### src/core/nvsc_regs.svh
// timing constants, field widths and reset values for the nv sram controller
// assumes a 20 MHz reference clock, period 50 ns
`ifndef NVSC_REGS_SVH
`define NVSC_REGS_SVH
`define NVSC_CLK_PERIOD_NS     50
`define NVSC_ADDR_W            17
`define NVSC_DATA_W            8
// access times in ns (slowest speed grade)
`define NVSC_ACC_TIME_NS       150
`define NVSC_WP_TIME_NS        100
`define NVSC_WR_REC_TIME_NS    20
`define NVSC_ODW_TIME_NS       35
// derived cycle counts: least times round up, at least one cycle
`define NVSC_ACC_CYC  ((`NVSC_ACC_TIME_NS + `NVSC_CLK_PERIOD_NS - 1) / `NVSC_CLK_PERIOD_NS)
`define NVSC_WP_CYC   ((`NVSC_WP_TIME_NS + `NVSC_CLK_PERIOD_NS - 1) / `NVSC_CLK_PERIOD_NS)
`define NVSC_REC_CYC  ((`NVSC_WR_REC_TIME_NS + `NVSC_CLK_PERIOD_NS - 1) / `NVSC_CLK_PERIOD_NS)
`define NVSC_ODW_CYC  ((`NVSC_ODW_TIME_NS + `NVSC_CLK_PERIOD_NS - 1) / `NVSC_CLK_PERIOD_NS)
// power-fail reset hold window from the device, in ms
`define NVSC_RST_MAX_MS        350
`define NVSC_RST_MAX_CYC       (`NVSC_RST_MAX_MS * 20000)
`define NVSC_RDATA_RST         8'h00
`endif

### src/core/nvsc_pkg.sv
// types for the nv sram controller
// no timescale: package only
package nvsc_pkg;
  typedef enum logic [5:0]
  {
    ST_IDLE  = 6'b000001,
    ST_RD    = 6'b000010,
    ST_WSET  = 6'b000100,
    ST_WPULS = 6'b001000,
    ST_WREC  = 6'b010000,
    ST_DONE  = 6'b100000
  } nvsc_state_t;
endpackage

### src/core/nvsc_cnt.sv
// down counter used for access, pulse and recovery timing
// assumes load and run from the controller fsm on one clock
`timescale 1ns/10ps
`default_nettype none
module nvsc_cnt #(
  parameter int W = 8
) (
  input  wire logic         ref_clk_in,
  input  wire logic         rstn_in,
  input  wire logic         load_in,
  input  wire logic [W-1:0] value_in,
  output logic              zero_out
);
  logic [W-1:0] cnt_reg;
  logic [W-1:0] cnt_next;
  assign cnt_next = load_in ? value_in : ((cnt_reg != '0) ? cnt_reg - 1'b1 : cnt_reg);
  assign zero_out = (cnt_reg == '0);
  always_ff @(posedge ref_clk_in or negedge rstn_in)
  begin
    if (!rstn_in)
      cnt_reg <= '0;
    else
      cnt_reg <= cnt_next;
  end
endmodule
`default_nettype wire

### src/core/nvsc_ctrl.sv
// host-side controller for a battery-backed 128k x 8 asynchronous sram
// assumes pins synchronous to ref_clk_in; data bus resolved by the bench
//
// Overview of operation
// read: write strobe high, select and output drive low, device drives data
// device decodes the 17-bit address to one of 131072 bytes
// read data is valid an address access time after address settles
// late select or output drive times data from the later one
// write: address settled first, then write strobe and select low
// write runs from later falling strobe to earlier rising strobe
// host keeps the address stable during the whole write
// host holds write strobe high for write recovery before next access
// host keeps output drive high throughout writes to avoid contention
// device floats data within float time of falling write strobe
// device accepts writes above 3.0 volts, blocks them by 2.8 volts
// on supply decay device ignores inputs and floats outputs
// device switches to backup below about 2.5 volts
// device asserts power fail reset low on bad supply
// power fail reset held about 200 ms at power-up; the model releases it as soon as supply is up
// device tests battery daily, suspended while power has failed
// battery test loads for 1 second, below 2.6V asserts battery low
// battery low stays latched until replacement or passing retest
// battery retested at each power-up, pass clears battery low
// backup source disconnected until supply first applied
// power fail reset released 150 to 350 ms after supply valid; the model releases it with no delay
// select high means no access and a floating data bus
// long device intervals are counted on a free-running clock
`timescale 1ns/10ps
`default_nettype none
`include "nvsc_regs.svh"
module nvsc_ctrl #(
  parameter int ACC_CYC  = `NVSC_ACC_CYC,
  parameter int WP_CYC   = `NVSC_WP_CYC,
  parameter int REC_CYC  = `NVSC_REC_CYC,
  parameter int ODW_CYC  = `NVSC_ODW_CYC,
  parameter int RST_MAX_CYC = `NVSC_RST_MAX_CYC
) (
  input  wire logic                    ref_clk_in,
  input  wire logic                    rstn_in,
  input  wire logic                    req_valid_in,
  input  wire logic                    req_write_in,
  input  wire logic [`NVSC_ADDR_W-1:0] req_addr_in,
  input  wire logic [`NVSC_DATA_W-1:0] req_wdata_in,
  output logic                         req_ready_out,
  output logic                         rsp_valid_out,
  output logic [`NVSC_DATA_W-1:0]      rsp_rdata_out,
  output logic                         dev_ready_out,
  output logic                         batt_low_out,
  output logic                         rst_timeout_out,
  output logic [`NVSC_ADDR_W-1:0]      byte_address_out,
  output logic                         chip_select_n_out,
  output logic                         write_strobe_n_out,
  output logic                         output_drive_n_out,
  input  wire logic [`NVSC_DATA_W-1:0] data_bus_in,
  output logic [`NVSC_DATA_W-1:0]      data_bus_out,
  output logic                         data_bus_oe_n_out,
  input  wire logic                    power_fail_reset_n_in,
  input  wire logic                    battery_low_n_in
);
  //////////////////////////////////////////////////////////////////////////
  nvsc_pkg::nvsc_state_t state_reg;
  nvsc_pkg::nvsc_state_t state_next;
  logic [`NVSC_ADDR_W-1:0] addr_reg;
  logic [`NVSC_DATA_W-1:0] wdata_reg;
  logic [`NVSC_DATA_W-1:0] rdata_reg;
  logic                    rvalid_reg;
  logic [31:0]             rst_cnt_reg;
  logic                    tmo_reg;
  logic                    cnt_load;
  logic [7:0]              cnt_value;
  logic                    cnt_zero;
  wire                     dev_ok;
  wire                     take;
  wire                     in_write;
  // device resets low while supply is bad; any access then is pointless
  assign dev_ok   = power_fail_reset_n_in; // see R14
  assign take     = (state_reg == nvsc_pkg::ST_IDLE) && req_valid_in && dev_ok;
  assign in_write = (state_reg == nvsc_pkg::ST_WSET) || (state_reg == nvsc_pkg::ST_WPULS) ||
                    (state_reg == nvsc_pkg::ST_WREC);
  nvsc_cnt #(
    .W (8)
  ) u_cnt (
    .ref_clk_in (ref_clk_in),
    .rstn_in    (rstn_in),
    .load_in    (cnt_load),
    .value_in   (cnt_value),
    .zero_out   (cnt_zero)
  );
  //////////////////////////////////////////////////////////////////////////
  always_comb
  begin
    state_next = state_reg;
    cnt_load   = 1'b0;
    cnt_value  = 8'h00;
    unique case (state_reg)
      nvsc_pkg::ST_IDLE:
        if (take)
        begin
          cnt_load   = 1'b1;
          // one setup cycle of address before the write strobe falls
          cnt_value  = req_write_in ? 8'h00 : 8'(ACC_CYC); // see R3
          state_next = req_write_in ? nvsc_pkg::ST_WSET : nvsc_pkg::ST_RD;
        end
      nvsc_pkg::ST_RD:
        if (cnt_zero)
          state_next = nvsc_pkg::ST_DONE;
      nvsc_pkg::ST_WSET:
      begin
        cnt_load   = 1'b1;
        cnt_value  = 8'(WP_CYC - 1);
        state_next = nvsc_pkg::ST_WPULS;
      end
      nvsc_pkg::ST_WPULS:
        if (cnt_zero)
        begin
          cnt_load   = 1'b1;
          cnt_value  = 8'(REC_CYC - 1);
          state_next = nvsc_pkg::ST_WREC;
        end
      nvsc_pkg::ST_WREC:
        if (cnt_zero)
          state_next = nvsc_pkg::ST_DONE;
      nvsc_pkg::ST_DONE:
        state_next = nvsc_pkg::ST_IDLE;
      default:
        state_next = nvsc_pkg::ST_IDLE;
    endcase
  end
  always_ff @(posedge ref_clk_in or negedge rstn_in)
  begin
    if (!rstn_in)
      state_reg <= nvsc_pkg::ST_IDLE;
    else
      state_reg <= state_next;
  end
  // address and data latched once, held for the whole access
  always_ff @(posedge ref_clk_in or negedge rstn_in)
  begin
    if (!rstn_in)
    begin
      addr_reg  <= '0;
      wdata_reg <= '0;
    end
    else if (take)
    begin
      addr_reg  <= req_addr_in; // see R7
      wdata_reg <= req_wdata_in;
    end
  end
  // sample read data on the last access cycle, after full access time
  always_ff @(posedge ref_clk_in or negedge rstn_in)
  begin
    if (!rstn_in)
    begin
      rdata_reg  <= `NVSC_RDATA_RST;
      rvalid_reg <= 1'b0;
    end
    else
    begin
      rvalid_reg <= (state_reg == nvsc_pkg::ST_RD) && cnt_zero;
      if ((state_reg == nvsc_pkg::ST_RD) && cnt_zero)
        rdata_reg <= data_bus_in; // see R1
    end
  end
  //////////////////////////////////////////////////////////////////////////
  // reset watchdog: device must release within the longest hold time
  always_ff @(posedge ref_clk_in or negedge rstn_in)
  begin
    if (!rstn_in)
    begin
      rst_cnt_reg <= 32'h00000000;
      tmo_reg     <= 1'b0;
    end
    else if (power_fail_reset_n_in)
    begin
      rst_cnt_reg <= 32'h00000000;
      tmo_reg     <= 1'b0;
    end
    else if (rst_cnt_reg < 32'(RST_MAX_CYC))
      rst_cnt_reg <= rst_cnt_reg + 32'h00000001; // see R23
    else
      tmo_reg <= 1'b1;
  end
  //////////////////////////////////////////////////////////////////////////
  assign byte_address_out   = addr_reg;
  // select only during an access; idle leaves the device deselected
  assign chip_select_n_out  = !((state_reg == nvsc_pkg::ST_RD) ||
                                (state_reg == nvsc_pkg::ST_WPULS));
  assign write_strobe_n_out = !(state_reg == nvsc_pkg::ST_WPULS);
  assign output_drive_n_out = !(state_reg == nvsc_pkg::ST_RD);
  assign data_bus_out       = wdata_reg;
  // drive the bus across setup, pulse and hold, never while reading
  assign data_bus_oe_n_out  = !in_write; // see R9
  assign req_ready_out      = (state_reg == nvsc_pkg::ST_IDLE) && dev_ok;
  assign rsp_valid_out      = rvalid_reg;
  assign rsp_rdata_out      = rdata_reg;
  assign dev_ready_out      = dev_ok;
  assign batt_low_out       = !battery_low_n_in;
  assign rst_timeout_out    = tmo_reg;
  //////////////////////////////////////////////////////////////////////////
  a_no_contention: assert property (@(posedge ref_clk_in) disable iff (!rstn_in)
    !(!data_bus_oe_n_out && !output_drive_n_out))
    else $error("host drives bus while device output enabled");
  a_write_pulse: assert property (@(posedge ref_clk_in) disable iff (!rstn_in)
    $fell(write_strobe_n_out) |-> !write_strobe_n_out [*2])
    else $error("write pulse too short");
  a_write_recov: assert property (@(posedge ref_clk_in) disable iff (!rstn_in)
    $rose(write_strobe_n_out) |-> chip_select_n_out ##1 chip_select_n_out)
    else $error("write recovery violated");
  a_addr_stable: assert property (@(posedge ref_clk_in) disable iff (!rstn_in)
    !write_strobe_n_out |-> $stable(byte_address_out))
    else $error("address moved during write");
  a_read_strobes: assert property (@(posedge ref_clk_in) disable iff (!rstn_in)
    !output_drive_n_out |-> write_strobe_n_out && !chip_select_n_out)
    else $error("bad read strobe combination");
  a_read_time: assert property (@(posedge ref_clk_in) disable iff (!rstn_in)
    $fell(output_drive_n_out) |-> !output_drive_n_out [*4] ##1 rsp_valid_out)
    else $error("read sampled at wrong time");
  a_addr_setup: assert property (@(posedge ref_clk_in) disable iff (!rstn_in)
    $fell(write_strobe_n_out) |-> $stable(byte_address_out) && !data_bus_oe_n_out)
    else $error("address or data not set up before write");
  a_rst_gate: assert property (@(posedge ref_clk_in) disable iff (!rstn_in)
    !power_fail_reset_n_in && (state_reg == nvsc_pkg::ST_IDLE)
    |=> chip_select_n_out && data_bus_oe_n_out)
    else $error("access started while device in reset");
  c_read: cover property (@(posedge ref_clk_in) disable iff (!rstn_in) rsp_valid_out);
  c_write: cover property (@(posedge ref_clk_in) disable iff (!rstn_in) $rose(write_strobe_n_out));
  c_timeout: cover property (@(posedge ref_clk_in) disable iff (!rstn_in) $rose(rst_timeout_out));
endmodule
`default_nettype wire

### config.mk
export PLATFORM = sky130hd
export DESIGN_NAME = nvsc_ctrl
export DESIGN_NICKNAME = d
export VERILOG_FILES = /design/src/core/nvsc_pkg.sv /design/src/core/nvsc_cnt.sv /design/src/core/nvsc_ctrl.sv
export VERILOG_INCLUDE_DIRS = /design/src /design/src/core
export SDC_FILE = /design/constraint.sdc
export NUM_CORES = 1
export LEC_CHECK = 0
export BUFFER_PORTS_ARGS = -buffer_cell sky130_fd_sc_hd__buf_4
export CAP_MARGIN = 25
export CORE_MARGIN = 2
export CORE_UTILIZATION = 49
export CTS_CLUSTER_DIAMETER = 150
export DETAILED_ROUTE_END_ITERATION = 8
export PLACE_DENSITY = 0.76
export SYNTH_ARGS = -nofsm -noshare
export SYNTH_HDL_FRONTEND = slang
export SYNTH_SLANG_ARGS = --single-unit
### constraint.sdc
create_clock -name ref_clk_in -period 1.9 [get_ports ref_clk_in]
set_input_delay 0.38 -clock ref_clk_in [delete_from_list [all_inputs] [get_ports ref_clk_in]]
set_output_delay 0.38 -clock ref_clk_in [all_outputs]
set_load 0.01 [all_outputs]
Word-level counts from Yosys, hierarchy flattened
Cells that the tools add are included.
{ "totals": {"reg_bits": 81, "input_bits": 39} }
{ "op_classes": {"add_sub_neg": 2, "magnitude_cmp": 1, "eq_ne": 9, "n_mux": 17, "reduce_logical": 18} }
{ "op_table": {"columns": ["cell", "count"], "rows": [
  ["32-bit two-way mux", 2],
  ["32-bit by 1-bit adder with 32-bit output, second input constant", 1],
  ["32-bit by 23-bit < comparator with 1-bit output, second input constant", 1],
  ["6-bit case mux with 4 select lines", 1],
  ["6-bit two-way mux", 3],
  ["8-bit two-way mux", 2],
  ["8-bit zero test", 1],
  ["8-bit nonzero test", 1],
  ["8-bit by 1-bit subtractor with 8-bit output, second input constant", 1],
  ["6-bit by 1-bit == test with 1-bit output, second input constant", 1],
  ["6-bit by 2-bit == test with 1-bit output, second input constant", 1],
  ["6-bit by 3-bit == test with 1-bit output, second input constant", 1],
  ["6-bit by 4-bit == test with 1-bit output, second input constant", 1],
  ["6-bit by 5-bit == test with 1-bit output, second input constant", 1],
  ["2-bit inequality test, second input constant", 3],
  ["1-bit zero test", 5],
  ["1-bit logical AND", 4],
  ["1-bit two-way mux", 4],
  ["2-bit two-way mux", 2],
  ["2-bit case mux with 2 select lines", 1],
  ["2-bit nonzero test", 2],
  ["1-bit logical OR", 3],
  ["3-bit two-way mux", 1],
  ["1-bit case mux with 3 select lines", 1],
  ["3 further kinds", 3]
]} }

Longest topological paths before layout
Gate-level depths: netlist of the first run.
{ "logic_depth": {"word_depth": 6, "depth_mapped": 8, "depth_no_buf": 7} }

Cells and area by module
A second synthesis of the first run with hierarchy kept.
{ "unflattened": {"hier_cells": 404, "hier_area_um2": 3876.2} }
{ "by_module_without_submodules": {"columns": ["mod", "n_inst", "cells_per_inst", "area_per_inst_um2"], "rows": [
  ["nvsc_ctrl", 1, 349, 3389.5],
  ["nvsc_cnt", 1, 55, 486.7]
]} }

Worst setup path after synthesis of the first run
OpenSTA, ideal clock, no wires.
{ "synth_timing": {"path_type": "register to register", "start": "register rst_cnt_reg[7]", "end": "register rst_cnt_reg[19]", "setup_time_ns": 0.125, "t_arrival_ns": 1.842, "required_ns": 1.775, "slack_ns": -0.066, "path_stages_with_launch": 7, "synth_period_minus_slack_ns": 1.966, "path_cell_list": "dfrtp_1 and4_4 a311oi_4 o211ai_2 buf_6 nor4_1 mux2_2"} }
{ "synth_between": {"elab_chain_len": 3, "word_cells_on_any_way": 5, "cone_classes": "1 x add/sub; 1 x order compare; 2 x mux; 1 x reduce/logical"} }
{ "synth_lines": {"columns": ["element", "line", "source"], "rows": [
  ["from (decl)", "nvsc_ctrl.sv:67", "logic [31:0] rst_cnt_reg;"],
  ["from (signal assigned)", "nvsc_ctrl.sv:180", "rst_cnt_reg <= rst_cnt_reg + 32'h00000001;"],
  ["32-bit by 1-bit adder with 32-bit output", "nvsc_ctrl.sv:180", null],
  ["32-bit two-way mux", "nvsc_ctrl.sv:179", "else if (rst_cnt_reg < 32'(RST_MAX_CYC))"],
  ["32-bit two-way mux", "nvsc_ctrl.sv:174", "else if (power_fail_reset_n_in)"]
]} }
Parallel ways exist; a longest one is shown, timed or not. The select of a mux whose other input is x is not followed.
A chain may end at the register's enable or synchronous reset.

Worst setup path in the final report of the first run
{ "layout_timing": {"start": "register state_reg[5]", "end": "output port data_bus_oe_n_out"} }
{ "layout_between": {"elab_chain_len": 4, "word_cells_on_any_way": 6, "cone_classes": "3 x eq/ne; 3 x reduce/logical"} }
{ "layout_lines": {"columns": ["element", "line", "source"], "rows": [
  ["from (decl)", "nvsc_ctrl.sv:61", "nvsc_pkg::nvsc_state_t state_reg;"],
  ["from (signal assigned)", "nvsc_ctrl.sv:132", "state_reg <= nvsc_pkg::ST_IDLE;"],
  ["from (signal assigned)", "nvsc_ctrl.sv:134", "state_reg <= state_next;"],
  ["6-bit by 3-bit == test with 1-bit output or 6-bit by 4-bit == test with 1-bit output (tied branches)", "nvsc_ctrl.sv:78", "assign in_write = (state_reg == nvsc_pkg::ST_WSET) || (state_reg == nvsc_pkg::ST_WPULS) ||"],
  ["1-bit logical OR", "nvsc_ctrl.sv:78", null],
  ["1-bit logical OR (*)", "nvsc_ctrl.sv:78", null],
  ["1-bit zero test (*)", "nvsc_ctrl.sv:193", "assign data_bus_oe_n_out = !in_write;"],
  ["to (decl)", "nvsc_ctrl.sv:56", "output logic data_bus_oe_n_out,"]
]} }
Every way passes the cells marked *; elsewhere a longest branch is shown, timed or not.

==> flow_summary.json, run 1 <==
{
  "async_flop_share_pct": 100,
  "wl_mm": 9.75,
  "fp-row-count": 31,
  "drive_above_1_share_pct": 52.6,
  "crit_fanout": 2,
  "synthTopCellsByArea": "dfrtp_1 (54%), mux2_2 (11%), a21oi_1 (2.7%), nor2b_1 (2.2%), nor2_1 (2.1%)",
  "syn-cell-area_um2": 3710,
  "grt_util_all_layers_pct": 22.5,
  "antenna_found_initial": 0,
  "gp_congestion": 0.838,
  "endpoint_kind": "output pin",
  "start_kind": "flip-flop",
  "dr.pass1.iters": 4,
  "final_util_pct": 75.1,
  "power_density_nw_per_um2": 1090,
  "synth_warnings": 0,
  "clk_path_buf_depth": 2,
  "syn-num-nets": 366,
  "n_antenna_cell": 0,
  "fin_hold_ws_ns": 0.232,
  "layout_min_cycle_time_ns": 2.18,
  "io_buffers": 80,
  "drc": 0,
  "grt_pass1_wl_mm": 15.0,
  "arrival_ns": 1.80,
  "skew_ns": 0.0137,
  "wl_per_cell_um": 16.9,
  "grt_max_degree": 33,
  "die_x_um": 91.0,
  "min-delay-path-class": "in -> reg",
  "clkSlewWorstSetupHoldPaths_ns": 0.09,
  "period_share_pct": 115,
  "layout_commonest_cell": "buf_4",
  "p_leak_nw": 2.50,
  "layout_common_cells": "buf_4 (134), dfrtp_1 (80), mux2_2 (34)",
  "fp.coreArea_um2": 7290,
  "clk_latency_ns": 0.36,
  "die-area_um2": 8280,
  "hpwlAfterDp_mm": 5.92,
  "cp.required_ns": 1.52,
  "synth_area_per_cell_um2": 11.4,
  "synth_edf_count": 0,
  "layout_setup_ws_ns": -0.279,
  "largest_reg_flops": 32,
  "synth-seq-cells": 81,
  "h-tree-depth": 3,
  "maxSlewViolCount": 0,
  "outcome": "finished with violations",
  "rsz0062_at_grt": "yes",
  "critical_path_class": "reg -> out",
  "tightest_slew_ns": 0.418,
  "synth_area_leader_cell": "dfrtp_1",
  "drv_cap": 0,
  "synth_flop_cell": "dfrtp_1",
  "yosysTopAreaCellShare_pct": 54.0,
  "violations": "negative setup slack",
  "drt_iter0_markers": 108,
  "preCtsSetupSlack_ns": -0.109,
  "finalPower_mw": 5.95,
  "peakVddDrop_v": 0.000738,
  "area_growth_pct": 47.6,
  "finalHoldViolCount": 0,
  "overflow": 0,
  "vias_per_cell": 5.48,
  "yosysSeqAreaShare_pct": 54.7,
  "layout.nets": 516,
  "root_buffer": "clkbuf_8",
  "start_util_pct": 50.8,
  "final_antenna_net_count": 0,
  "cts_tree": "built",
  "ys_types": 49,
  "grt_pass1_vias": 3189,
  "route.vias.total": 3168,
  "cts_num_sinks": 81,
  "setup_tns_ns": -5.23,
  "numCtsBuffers": 9,
  "io_pins": 81,
  "die_height_um": 91.0,
  "relSlewSlack_pct": 72.2,
  "netlist_instances": 324,
  "finalSetupViolCount": 56,
  "fmax_ghz": 0.459
}
## logic make-up after synthesis
logic type / synth area share (%)
XOR/XNOR: 2.60
flip-flops: 54.7
buffers and inverters: 3.07
adder cells (fa/ha/maj): 1.01
multiplexers: 11.5
AO/OA/AOI/OAI: 9.18
AND/OR/NAND/NOR: 18.0
## critical path, stage by stage, from the launching register on
cell and delay (ns):
dfrtp_1 0.41, buf_6 0.13, nor4_4 0.32, buf_4 0.17
and3b_2 0.22, a21oi_4 0.05, buf_6 0.13
## stage by stage
| stage | area, um^2 | cells |
|---|---|---|
| 3_5_place_dp | 4690 | 528 |
| 3_3_place_gp | 4690 | 528 |
| 2_1_floorplan | 3720 | 324 |
| 4_1_cts | 5190 | 561 |
| 5_1_grt | 5470 | 578 |
| 6_report | 5470 | 578 |
## cells in the mapped netlist (all sizes together), types with 2 or more instances
cell     number
nand2b        2
dfrtp        80
and2          3
buf           7
xor2          8
o2111ai       2
o31ai         7
or3           8
and3          5
xnor2         3
mux2i         2
o211ai        2
nor4          7
nor2b        13
nand2        14
mux2         36
inv           7
o21ai        11
nand3        12
and4          3
nor3          6
or4           8
clkbuf       11
nor2         21
a21oi        20
nand3b        2
nand4         6
o21bai        2
ha            3
## worst paths after layout
kind                                              from                            to  slack [ns]  cells past startpoint
min                                       req_write_in      state_reg[1]$_DFFE_PN0P_        0.23                      2
min reg2reg                rst_timeout_out$_DFFE_PN0P_   rst_timeout_out$_DFFE_PN0P_        0.51                      2
max in group asynchronous                      rstn_in      state_reg[0]$_DFFE_PN1P_        0.79                      3
max reg2reg                   state_reg[5]$_DFFE_PN0P_  u_cnt.cnt_reg[5]$_DFFE_PN0P_       -0.26                     12
min in group asynchronous                      rstn_in  u_cnt.cnt_reg[1]$_DFFE_PN0P_        0.48                      2
max                           state_reg[5]$_DFFE_PN0P_             data_bus_oe_n_out       -0.28                      6
## layout make-up
type                    instances  area (um^2)
multi-input cells             218         1820
fillers                       484         1820
clock buffers                  10          138
repair buffers                157         1290
clock inverters                 6         48.8
well taps                      99          124
inverters                       7         26.3
flip-flops and latches         81         2030
## where the power goes
| part | internal, mW | switching, mW |
|---|---|---|
| sequential | 2.17 | 0.282 |
| clock | 0.524 | 0.689 |
| combinational | 1.28 | 1.00 |
| total | 3.97 | 1.97 |
## repair_timing
action                                  CTS  global route
hold endpoints to repair                 28             0
resized for setup                        32            39
buffers inserted                         15            18
pin swaps                                22            22
gates cloned                              2             0
hold buffers                              1             0
endpoints found under the setup margin   38            34
## routing by layer
metal | GRT usage, % | vias to the layer above | routed length (um)
li1 | - | 1462 | -
met4 | 10.4 | 0 | 183
met1 | 27.2 | 1608 | 3890
met2 | 39.4 | 82 | 5300
met5 | 0 | - | 0
met3 | 3.49 | 16 | 381
Power figures use the tool's default switching activity.
==> run 2: changes to the inputs <==
--- a/config.mk
+++ b/config.mk
@@ -8,11 +8,14 @@
 export LEC_CHECK = 0
 export BUFFER_PORTS_ARGS = -buffer_cell sky130_fd_sc_hd__buf_4
 export CAP_MARGIN = 25
+export CELL_PAD_IN_SITES_DETAIL_PLACEMENT = 1
+export CELL_PAD_IN_SITES_GLOBAL_PLACEMENT = 1
 export CORE_MARGIN = 2
-export CORE_UTILIZATION = 49
+export CORE_UTILIZATION = 37
 export CTS_CLUSTER_DIAMETER = 150
 export DETAILED_ROUTE_END_ITERATION = 8
-export PLACE_DENSITY = 0.76
+export PLACE_DENSITY = 0.83
 export SYNTH_ARGS = -nofsm -noshare
 export SYNTH_HDL_FRONTEND = slang
+export SYNTH_HIERARCHICAL = 1
 export SYNTH_SLANG_ARGS = --single-unit
==> run 2 against run 1 <==
The run still ends with negative setup slack left. Synthesized cell count up 25%. Final cell count rose by 25%. First-iteration DRC count rose by 140%. Clock power up 12%. Combinational power rose by 18%. Count of clock-buffer cells in the layout unchanged. Global-route usage rose by 4.9 points. Sequential power shrank 2%. Non-clock buffer count up 23. Critical path depth fell by 1. Clock skew grew 0.0085 ns. Flip-flop and latch count stayed put. Largest power group is now combinational cells. Highest routed layer unchanged.
==> flow_summary.json, run 2 <==
{
  "maxSlewViolCount": 0,
  "layout_min_cycle_time_ns": 2.42,
  "skew_ns": 0.0222,
  "relSlewSlack_pct": 63.1,
  "tightest_slew_ns": 0.553,
  "finalSetupViolCount": 74,
  "root_buffer": "clkbuf_8",
  "peakVddDrop_v": 0.000711,
  "drt_iter0_markers": 263,
  "grt_util_all_layers_pct": 27.4,
  "area_growth_pct": 65.0,
  "final_antenna_net_count": 0,
  "synth_edf_count": 0,
  "synth_area_leader_cell": "dfrtp_1",
  "largest_reg_flops": 32,
  "grt_pass1_wl_mm": 23.9,
  "numCtsBuffers": 9,
  "synth_flop_cell": "dfrtp_1",
  "p_leak_nw": 2.89,
  "dr.pass1.iters": 4,
  "synthTopCellsByCount": "nand2_1 (96), dfrtp_1 (80), a21oi_1 (26)",
  "path_depth": 5,
  "layout_setup_ws_ns": -0.519,
  "io_pins": 81,
  "cts_tree": "built",
  "hpwlAfterDp_mm": 8.09,
  "drv_cap": 0,
  "stdcell_count": 725,
  "yosysSeqAreaShare_pct": 52.3,
  "layout_commonest_cell": "buf_4",
  "synth_most_common_cell": "nand2_1",
  "gp_congestion": 0.849,
  "slowest_delay_ns": 0.59,
  "cp.required_ns": 1.52,
  "start_util_pct": 37.9,
  "n_antenna_cell": 0,
  "drive_above_1_share_pct": 54.2,
  "yosysTopAreaCellShare_pct": 51.6,
  "finalHoldViolCount": 0,
  "violations": "negative setup slack",
  "overflow": 0,
  "synth_warnings": 6,
  "vias_per_cell": 5.70,
  "cts_num_sinks": 81,
  "antenna_found_initial": 0,
  "crit_family": "simple AND/OR/NAND/NOR gates",
  "fp.coreArea_um2": 10200,
  "die_height_um": 106,
  "critical_path_class": "reg -> out",
  "min-delay-path-class": "in -> async",
  "preCtsSetupSlack_ns": -0.400,
  "fin_hold_ws_ns": 0.0130,
  "h-tree-depth": 3,
  "regArea_um2": 2030,
  "synth_area_per_cell_um2": 9.59,
  "rsz0062_at_grt": "yes",
  "wl_per_cell_um": 25.8,
  "layout.nets": 625,
  "die-area_um2": 11300,
  "fp-row-count": 37,
  "route.vias.total": 4136,
  "grt_pass1_vias": 4509,
  "die_x_um": 106,
  "io_buffers": 80,
  "clk_path_buf_depth": 2,
  "multiInputGateArea_um2": 2320,
  "crit_fanout": 2,
  "async_flop_share_pct": 100,
  "ys_types": 49,
  "wl_mm": 18.7,
  "drc": 0,
  "grt_max_degree": 82,
  "period_share_pct": 127,
  "outcome": "finished with violations",
  "r2r_cells": 8,
  "synthTopCellsByArea": "dfrtp_1 (52%), nand2_1 (9.3%), o31ai_1 (3.9%), or4_1 (3.9%), a21oi_1 (3.4%)",
  "arrival_ns": 2.04,
  "synth-seq-cells": 81,
  "layout_common_cells": "buf_4 (146), dfrtp_1 (78), nand2_1 (64)",
  "endpoint_kind": "output pin",
  "netlist_instances": 404,
  "cp_slowest_cell": "or4_4",
  "numPlacedInstances": 666,
  "worstPathCellList": "or4_4, nor3b_4, buf_4, and2_4, buf_6",
  "power_density_nw_per_um2": 1010,
  "start_kind": "flip-flop",
  "fill_cells": 1086,
  "syn-cell-area_um2": 3880,
  "crit_buf_inv": 2,
  "fmax_ghz": 0.413,
  "hold_buffers": 0,
  "finalPower_mw": 6.46,
  "clkSlewWorstSetupHoldPaths_ns": 0.11,
  "clk_latency_ns": 0.38
}
## run 2: logic make-up (layout without fill, tap and decap cells)
kind of cell | Yosys count | in the layout | synth area share [%]
buffers and inverters | 31 | 208 | 3.68
AOI/OAI and AO/OA | 69 | 72 | 11.7
adders and majority gates | 2 | 2 | 0.645
DFF | 81 | 81 | 52.3
and+or+nand+nor | 204 | 204 | 27.3
muxes | 11 | 11 | 3.20
xor gates and xnor gates | 5 | 5 | 1.13
other | 1 | 6 | 0.0967
## run 2: worst register-to-register path: stages (launching register included)
cell and delay, ns:
dfrtp_1 0.39, or4_4 0.55, nor3_4 0.16, buf_12 0.16, buf_4 0.13, o211ai_4 0.11
buf_4 0.17, o31ai_1 0.39, a21oi_2 0.12
## run 2: worst paths after layout
| check | slack (ns) | startpoint | to |
|---|---|---|---|
| worst max-delay path | -0.52 | state_reg[4]$_DFFE_PN0P_ | req_ready_out |
| worst min-delay path | 0.01 | rstn_in | u_cnt/cnt_reg[3]$_DFFE_PN0P_ |
| worst max register to register | -0.40 | rst_cnt_reg[25]$_DFFE_PN0P_ | rst_cnt_reg[15]$_DFFE_PN0P_ |
| worst min register to register | 0.51 | data_bus_out[0]$_DFFE_PN0P_ | data_bus_out[0]$_DFFE_PN0P_ |
| max in group asynchronous | 1.48 | rstn_in | state_reg[1]$_DFFE_PN0P_ |
| min in group ref_clk_in | 0.20 | req_addr_in[7] | byte_address_out[7]$_DFFE_PN0P_ |
## run 2: area by class of cell
type	instances	area share [%]
multi-input combinational	300	36.3
clock inverter	6	1.08
clock buffer	10	2.00
sequential	81	31.8
tap	136	2.66
timing repair buffer	180	25.5
inverter	12	0.704
## run 2: per-stage QoR
stage / area [um^2] / util [%] / setup TNS [ns]
floorplan: 4000 / - / -1.89
global placement: 5120 / 50.1 / -6.20
detailed placement: 5120 / 50.1 / -11.88
CTS: 5870 / 57.4 / -12.99
global route: 6390 / 62.5 / -22.87
finish: 6390 / 62.5 / -18.24
## run 2: routing by layer
metal	GRT usage (%)	share of wire (%)
met5	0	0
met4	12.6	5.2
met1	28.3	34
met3	5.95	4.9
met2	52.2	56
## run 2: report_power, final
| part | switching [mW] | internal [mW] |
|---|---|---|
| combinational | 1.37 | 1.32 |
| clock | 0.749 | 0.611 |
| sequential | 0.324 | 2.08 |
| total | 2.45 | 4.01 |
## run 2: what timing repair did
item / CTS / global route
endpoints found under the setup margin: 73 / 75
gates resized for setup: 58 / 93
pin swaps: 20 / 21
gates cloned: 6 / 3
buffers inserted: 24 / 15
